===== config.mk =====
export PLATFORM = sky130hd
export DESIGN_NAME = frbg_top
export DESIGN_NICKNAME = d
export VERILOG_FILES = /design/src/design/frbg_divider.v /design/src/design/frbg_top.v
export VERILOG_INCLUDE_DIRS = /design/src /design/src/common
export SDC_FILE = /design/constraint.sdc
export NUM_CORES = 1
export LEC_CHECK = 0
export ABC_CLOCK_PERIOD_IN_PS = 4100
export BUFFER_PORTS_ARGS = -buffer_cell sky130_fd_sc_hd__buf_2
export CAP_MARGIN = 20
export CORE_MARGIN = 2
export CORE_UTILIZATION = 59
export CTS_BUF_LIST = sky130_fd_sc_hd__clkbuf_8
export DETAILED_ROUTE_END_ITERATION = 7
export GPL_TIMING_DRIVEN = 1
export HOLD_SLACK_MARGIN = 0.05
export PLACE_DENSITY = 0.84
export SKIP_LAST_GASP = 1
export SLEW_MARGIN = 40
export SYNTH_ARGS = -nofsm -noshare
export SYNTH_HDL_FRONTEND = slang
export SYNTH_HIERARCHICAL = 1
export SYNTH_SLANG_ARGS = --single-unit

===== constraint.sdc =====
create_clock -name core_clk -period 4.1 [get_ports core_clk]
set_clock_uncertainty 0.05 [all_clocks]
set_input_delay 0.82 -clock core_clk [delete_from_list [all_inputs] [get_ports core_clk]]
set_output_delay 0.82 -clock core_clk [all_outputs]
set_load 0.02 [all_outputs]

===== src/common/frbg_map.vh =====
// Constants for the fractional baud generator pair: register indices,
// field positions, reset values and sampling-mode codes.
// Assumes inclusion by bare name from the design files.
//
// Notes on behaviour
// - There are two independent generators, transmit and receive, each with its own prescaler and divisor set.
// - Bit 7 of the modem control register makes both prescalers divide the reference by 4 when set, by 1 when clear.
// - Each generator divides the prescaled clock by a divisor from 1 to 65536 minus 1/16 in steps of 1/16.
// - The output is a sampling pulse at 16, 8 or 4 times the serial rate for shifting and sampling.
// - Reset leaves each divisor at exactly one: low byte 0x01, high byte and fraction register 0x00.
// - The integer divisor is the high byte above the low byte.
// - The low four fraction bits add 0 to 15/16 to the divisor in linear sixteenths.
// - Fraction register bits 5:4 pick 16X (00), 8X (01) or 4X (10) sampling.
// - In 8X mode with an odd non-zero fraction a bit time may jitter by up to 1/16.
// - Register access works with the reference clock stopped and never waits on it.
// - A serial bit lasts 16, 8 or 4 sampling periods according to the mode.
`ifndef FRBG_MAP_VH
`define FRBG_MAP_VH

// ==========================================================
// Register indices on the 3-bit host address
`define FRBG_IDX_TX_LOW 3'h0
`define FRBG_IDX_TX_HIGH 3'h1
`define FRBG_IDX_TX_FRAC 3'h2
`define FRBG_IDX_RX_LOW 3'h3
`define FRBG_IDX_RX_HIGH 3'h4
`define FRBG_IDX_RX_FRAC 3'h5
`define FRBG_IDX_MODEM_CTRL 3'h6

// ==========================================================
// Reset values
`define FRBG_RST_LOW 8'h01
`define FRBG_RST_HIGH 8'h00
`define FRBG_RST_FRAC 8'h00
`define FRBG_RST_MODEM_CTRL 8'h00

// ==========================================================
// Field positions
`define FRBG_MCR_PRESCALE_BIT 7
`define FRBG_FRAC_MSB 3
`define FRBG_FRAC_LSB 0
`define FRBG_MODE_MSB 5
`define FRBG_MODE_LSB 4
`define FRBG_FRAC_REG_MASK 8'h3f

// ==========================================================
// Sampling modes and periods per bit
`define FRBG_MODE_16X 2'h0
`define FRBG_MODE_8X 2'h1
`define FRBG_MODE_4X 2'h2
`define FRBG_BIT_16X 5'h10
`define FRBG_BIT_8X 5'h08
`define FRBG_BIT_4X 5'h04
`define FRBG_PRESCALE_LAST 2'h3

`endif


===== src/design/frbg_divider.v =====
// One baud generator: prescaler, fractional divisor and bit-period counter.
// Assumes the reference input is a level already synchronous to core_clk.
`timescale 1ns/1ps
`default_nettype none
`include "frbg_map.vh"

module frbg_divider (
   input wire core_clk,
   input wire reset,
   input wire osc_clock_input,
   input wire prescale_by4,
   input wire [15:0] divisor_int,
   input wire [3:0] divisor_frac,
   input wire [1:0] sample_mode,
   output reg sample_tick_q,
   output reg bit_tick_q
);

   reg osc_prev_q;
   reg [1:0] pre_cnt_q;
   reg [16:0] cnt_q;
   reg [3:0] acc_q;
   reg [4:0] bit_cnt_q;
   wire osc_rise;
   wire pre_tick;
   wire [4:0] acc_sum;
   wire [16:0] period;
   wire [17:0] cnt_next;
   wire wrap;
   reg [4:0] bit_len;

   // ==========================================================
   // Prescaler
   assign osc_rise = osc_clock_input & ~osc_prev_q;
   assign pre_tick = osc_rise & (~prescale_by4 | (pre_cnt_q == `FRBG_PRESCALE_LAST));

   always @(posedge core_clk) begin
      if (reset) begin
         osc_prev_q <= 1'b0;
         pre_cnt_q <= 2'h0;
      end else begin
         osc_prev_q <= osc_clock_input;
         if (osc_rise) begin
            pre_cnt_q <= pre_cnt_q + 2'h1;
         end
      end
   end

   // ==========================================================
   // Fractional divisor
   // Carry of the fraction accumulator stretches one period by a cycle
   // Same spread in every mode, so 8X with an odd fraction shows a sixteenth of bit jitter
   assign acc_sum = {1'b0, acc_q} + {1'b0, divisor_frac};
   // A zero integer part is held at one, the least divisor
   assign period = {1'b0, (divisor_int == 16'h0000) ? 16'h0001 : divisor_int} + {16'h0000, acc_sum[4]};
   assign cnt_next = {1'b0, cnt_q} + 18'h00001;
   // Compare with >= so a smaller divisor written mid-count cannot overrun
   assign wrap = (cnt_next >= {1'b0, period});

   always @(posedge core_clk) begin
      if (reset) begin
         cnt_q <= 17'h00000;
         acc_q <= 4'h0;
         sample_tick_q <= 1'b0;
      end else begin
         sample_tick_q <= pre_tick & wrap;
         if (pre_tick) begin
            if (wrap) begin
               cnt_q <= 17'h00000;
               acc_q <= acc_sum[3:0];
            end else begin
               cnt_q <= cnt_next[16:0];
            end
         end
      end
   end

   // ==========================================================
   // Sampling periods per serial bit; reserved mode 11 acts as 16X
   always @* begin
      case (sample_mode)
         `FRBG_MODE_8X: bit_len = `FRBG_BIT_8X;
         `FRBG_MODE_4X: bit_len = `FRBG_BIT_4X;
         default: bit_len = `FRBG_BIT_16X;
      endcase
   end

   // Bit boundary pulse in the same cycle as every bit_len-th sampling pulse
   always @(posedge core_clk) begin
      if (reset) begin
         bit_cnt_q <= 5'h00;
         bit_tick_q <= 1'b0;
      end else begin
         bit_tick_q <= 1'b0;
         if (pre_tick & wrap) begin
            if (bit_cnt_q + 5'h01 >= bit_len) begin
               bit_cnt_q <= 5'h00;
               bit_tick_q <= 1'b1;
            end else begin
               bit_cnt_q <= bit_cnt_q + 5'h01;
            end
         end
      end
   end

endmodule // frbg_divider
`default_nettype wire


===== src/design/frbg_top.v =====
// Register file and the transmit and receive baud generators.
// Assumes a host strobe port synchronous to core_clk and a sampled reference level.
`timescale 1ns/1ps
`default_nettype none
`include "frbg_map.vh"

module frbg_top (
   input wire core_clk,
   input wire reset,
   input wire osc_clock_input,
   input wire reg_cs,
   input wire reg_wr,
   input wire reg_rd,
   input wire [2:0] reg_addr,
   input wire [7:0] reg_wdata,
   output reg [7:0] reg_rdata_q,
   output wire tx_sample_tick,
   output wire tx_bit_tick,
   output wire rx_sample_tick,
   output wire rx_bit_tick
);

   reg [7:0] tx_low_q;
   reg [7:0] tx_high_q;
   reg [7:0] tx_frac_q;
   reg [7:0] rx_low_q;
   reg [7:0] rx_high_q;
   reg [7:0] rx_frac_q;
   reg [7:0] modem_control_reg_q;
   wire wr_en;
   wire rd_en;

   // Fraction register keeps only its defined bits
   function [7:0] frac_field;
      input [7:0] value;
      begin
         frac_field = value & `FRBG_FRAC_REG_MASK;
      end
   endfunction

   // ==========================================================
   // Host port; runs on core_clk only, never on the reference
   assign wr_en = reg_cs & reg_wr;
   assign rd_en = reg_cs & reg_rd;

   // Register writes
   always @(posedge core_clk) begin
      if (reset) begin
         tx_low_q <= `FRBG_RST_LOW;
         tx_high_q <= `FRBG_RST_HIGH;
         tx_frac_q <= `FRBG_RST_FRAC;
         rx_low_q <= `FRBG_RST_LOW;
         rx_high_q <= `FRBG_RST_HIGH;
         rx_frac_q <= `FRBG_RST_FRAC;
         modem_control_reg_q <= `FRBG_RST_MODEM_CTRL;
      end else if (wr_en) begin
         case (reg_addr)
            `FRBG_IDX_TX_LOW: tx_low_q <= reg_wdata;
            `FRBG_IDX_TX_HIGH: tx_high_q <= reg_wdata;
            `FRBG_IDX_TX_FRAC: tx_frac_q <= frac_field(reg_wdata);
            `FRBG_IDX_RX_LOW: rx_low_q <= reg_wdata;
            `FRBG_IDX_RX_HIGH: rx_high_q <= reg_wdata;
            `FRBG_IDX_RX_FRAC: rx_frac_q <= frac_field(reg_wdata);
            `FRBG_IDX_MODEM_CTRL: modem_control_reg_q <= reg_wdata;
            default: ;
         endcase
      end
   end

   // Registered read data, unmapped index reads zero
   always @(posedge core_clk) begin
      if (reset) begin
         reg_rdata_q <= 8'h00;
      end else if (rd_en) begin
         case (reg_addr)
            `FRBG_IDX_TX_LOW: reg_rdata_q <= tx_low_q;
            `FRBG_IDX_TX_HIGH: reg_rdata_q <= tx_high_q;
            `FRBG_IDX_TX_FRAC: reg_rdata_q <= tx_frac_q;
            `FRBG_IDX_RX_LOW: reg_rdata_q <= rx_low_q;
            `FRBG_IDX_RX_HIGH: reg_rdata_q <= rx_high_q;
            `FRBG_IDX_RX_FRAC: reg_rdata_q <= rx_frac_q;
            `FRBG_IDX_MODEM_CTRL: reg_rdata_q <= modem_control_reg_q;
            default: reg_rdata_q <= 8'h00;
         endcase
      end
   end

   // ==========================================================
   // Two independent generators sharing the prescale select
   frbg_divider u_tx_gen (
      .core_clk(core_clk),
      .reset(reset),
      .osc_clock_input(osc_clock_input),
      .prescale_by4(modem_control_reg_q[`FRBG_MCR_PRESCALE_BIT]),
      .divisor_int({tx_high_q, tx_low_q}),
      .divisor_frac(tx_frac_q[`FRBG_FRAC_MSB:`FRBG_FRAC_LSB]),
      .sample_mode(tx_frac_q[`FRBG_MODE_MSB:`FRBG_MODE_LSB]),
      .sample_tick_q(tx_sample_tick),
      .bit_tick_q(tx_bit_tick)
   );

   frbg_divider u_rx_gen (
      .core_clk(core_clk),
      .reset(reset),
      .osc_clock_input(osc_clock_input),
      .prescale_by4(modem_control_reg_q[`FRBG_MCR_PRESCALE_BIT]),
      .divisor_int({rx_high_q, rx_low_q}),
      .divisor_frac(rx_frac_q[`FRBG_FRAC_MSB:`FRBG_FRAC_LSB]),
      .sample_mode(rx_frac_q[`FRBG_MODE_MSB:`FRBG_MODE_LSB]),
      .sample_tick_q(rx_sample_tick),
      .bit_tick_q(rx_bit_tick)
   );

endmodule // frbg_top
`default_nettype wire


==> run_results.csv <==
group,metric,value,unit
outcome,status,"finished, violations left",
outcome,violations,"setup timing",
finish,drive_gt1_frac,0.185,
timing,setup_viol,7,
synth,yosys_warnings,6,
synth,synth_xor_area_frac,0.0759,
timing,max_slew_margin,0.430,
grt,grt_usage,0.281,
setup_path,crit_family,"simple AND/OR/NAND/NOR gates",
synth,synthAdderAreaFrac,0.107,
finish,final_cell_mix,"dfxtp_1 (118), nor2_1 (69), nand2_1 (64)",
setup_path,critical_path_depth,19,
synth,netlist.top_cell.by_area,"dfxtp_1",
cts,clock_sinks,122,
cts,cts-root-buf,"clkbuf_8",
finish,layout_commonest_cell,"dfxtp_1",
floorplan,start_util,0.597,
routing,drtIter0Drc,738,
floorplan,die_area,0.0142,mm2
finish,final_util,0.679,
synth,synthDominantCellAreaShare,0.311,
hold_path,hold_depth,1,
synth,synth.cell_area,0.00784,mm2
synth,ys_seq_area_frac,0.311,
cts,clk_latency,0.46,ns
floorplan,core_area,0.0131,mm2
routing,drc,0,
synth,async_flop_share,0,
timing,tightest_slew,0.852,ns
synth,ys_seq_elements,122,
setup_path,crit_arrival,4.50,ns
synth,synth_flop_cell,"dfxtp_1",
synth,synth_fp_nets,988,
timing,fin_crit,4.15,ns
routing,viasPerCell,6.34,
timing,slew_viol_final,0,
grt,grt_max_degree,62,
grt,first_global_vias,6480,
setup_path,slowest_stage,"o41a_1",
floorplan,die_w,119,um
cts,clock_path_buffers,2,
floorplan,die_h,119,um
cts,hold_buffers,0,
setup_path,path_buf_inv,3,
routing,wire_per_inst,18.3,um
grt,gr-total-overflow,0,
pwr,ir_worst_vdd,0.230,mV
floorplan,rows,42,
setup_path,crit_path_end_kind,"flip-flop",
grt,grt_pass1_wl,32.0,mm
finish,final_net_count,1030,
timing,max_freq,241,MHz
place,hpwlAfterDp,13.7,mm
synth,synth_compound_area_frac,0.215,
place,pre_cts_ws,-0.0643,ns
routing,drt_wl_total,20.8,mm
setup_path,crit_chain,"ha_4, inv_1, fa_2, nor2b_1, o21ai_1, nand2b_1, ha_4, buf_6, nand4_1, nor2_1, xnor2_1, ha_1, nand4_1, nor3_2, o41a_1, buf_4, o21a_4, or4_1, o21ai_1",
synth,synth-simple-area-share,0.192,
floorplan,pin_count,29,
timing,hold_ws,0.426,ns
place,io_buffer_count,28,
synth,synth_edf_count,0,
synth,synthCells,905,
pwr,p_leak,0.00366,uW
cts,clk_pin_slew,0.07,ns
setup_path,start_kind,"flip-flop",
setup_path,worstSetupPathType,"reg2reg",
cts,numCtsBuffers,17,
finish,area_growth,13.7,%
setup_path,cp_max_fo,5,
synth,synth_area_leaders,"dfxtp_1 (31%), ha_1 (10%), xnor2_1 (4.7%), mux2i_1 (4.5%), a21oi_1 (4.0%)",
routing,first_pass_iters,6,
synth,synth_top_family_by_area,"compound AO/OA/AOI/OAI gates",
flow_run,maxCapViolations,0,
routing,vias,7201,
setup_path,max_stage_delay,0.50,ns
synth,synth_mux_area_frac,0.0523,
pwr,power.density,279,mW/mm2
synth,avgSynthCellArea,8.67,um2
timing,period_share,1.01,
synth,ys_types,86,
finish,diodes,0,
hold_path,min-delay-path-class,"reg2reg",
place,place_congestion,0.905,
grt,grt_antenna_before_repair,0,
timing,fin_ws,-0.0527,ns
cts,htreeDepth,4,
cts,cts_tree,"done",
timing,final_hold_viol_count,0,
timing,rsz0062_at_grt,"yes",
routing,antenna_left,0,
setup_path,worstPathRequired,4.45,ns
setup_path,reg2reg_depth,19,
cell usage after synthesis, types with 3 or more instances:
cell type and number:
a21oi_1 63, inv_1 34, a22oi_1 3, a21o_1 10, a41o_1 9, o211ai_1 6, nand3_1 42, and2b_2 3
o21ai_1 3, o2111ai_1 6, a211oi_1 6, a22o_1 35, ha_1 64, and2_1 3, o41ai_1 7, o21ai_0 60
xnor2_1 42, buf_2 4, clkbuf_1 21, a32oi_1 3, nor2_1 75, nand4_1 14, nor2b_1 8, and2b_1 3
mux2_2 4, xor2_1 26, nand2b_1 11, nor2_2 3, and3_1 12, nand2_1 65, buf_4 9, nor4_1 8
buf_6 3, mux2i_1 35, or3_1 3, a2bb2oi_1 4, or2_2 5, nor3_1 9, dfxtp_1 122
repair_timing:
item                                    4_1_cts  5_1_grt
pin swaps                                     0       30
gates cloned                                  0        2
resized for setup                             3       65
setup buffers                                 0        7
endpoints found under the setup margin       32       55
cells by family (layout without fill, tap and decap cells):
logic type / count (synthesis) / count (layout)
AND/OR/NAND/NOR: 287 / 287
AO/OA/AOI/OAI: 247 / 248
flip-flops: 122 / 122
buffers and inverters: 75 / 129
XOR/XNOR: 68 / 68
adder cells (fa/ha/maj): 66 / 66
multiplexers: 40 / 40
power by group:
| group | leakage [uW] | switching, uW | internal, uW | total (uW) |
|---|---|---|---|---|
| logic | 0.00248 | 188 | 122 | 310 |
| registers | 0.000988 | 19.6 | 1200 | 1220 |
| clock network | 0.000189 | 495 | 459 | 954 |
| total | 0.00366 | 703 | 1790 | 2490 |
per-layer routing:
layer | vias to the layer above | part of all wire | track usage
met5 | - | 0 | 0
met4 | 0 | 0.021 | 0.0912
met3 | 54 | 0.082 | 0.0733
met2 | 336 | 0.47 | 0.442
met1 | 3410 | 0.43 | 0.376
li1 | 3401 | - | -
stage by stage:
step | TNS (ns) | instance area, um2 | std cells | total power, uW
final | -0.217 | 8920 | 1136 | 2490
after detailed placement | -1.18 | 8180 | 1096 | 1500
after floorplan | 0 | 7840 | 905 | 1420
after global placement | 0 | 8180 | 1096 | 1500
after global routing | -2.65 | 8920 | 1136 | 2580
after CTS | 0 | 8540 | 1128 | 2450
layout make-up:
class                           instances  area (um2)
Clock buffer                           20         275
Clock inverter                         12        76.3
Fill cell                             990        4220
Inverter                               35         131
Multi-Input combinational cell        709        5340
Sequential cell                       122        2450
Tap cell                              176         220
Timing Repair Buffer                   62         430
flip-flops by register name (all words and copies together), names as in the netlist, 5 cells and up:
register	flops
reg_rdata_q	8
tx_frac_q	6
u_rx_gen/bit_cnt_q	5
u_tx_gen/bit_cnt_q	5
rx_frac_q	6
tx_high_q	8
u_rx_gen/cnt_q	17
u_tx_gen/cnt_q	17
rx_low_q	8
rx_high_q	8
tx_low_q	8
modem_control_reg_q	8
worst paths after layout:
check / from / to / slack [ns]
hold reg to reg: reg_rdata_q[0] / reg_rdata_q[0] / 0.43
hold / removal: reg_rdata_q[0] / reg_rdata_q[0] / 0.43
setup reg to reg: rx_frac_q[0] / u_rx_gen/cnt_q[13] / -0.05
setup / recovery: rx_frac_q[0] / u_rx_gen/cnt_q[13] / -0.05
(Power assumes the default switching activity.)
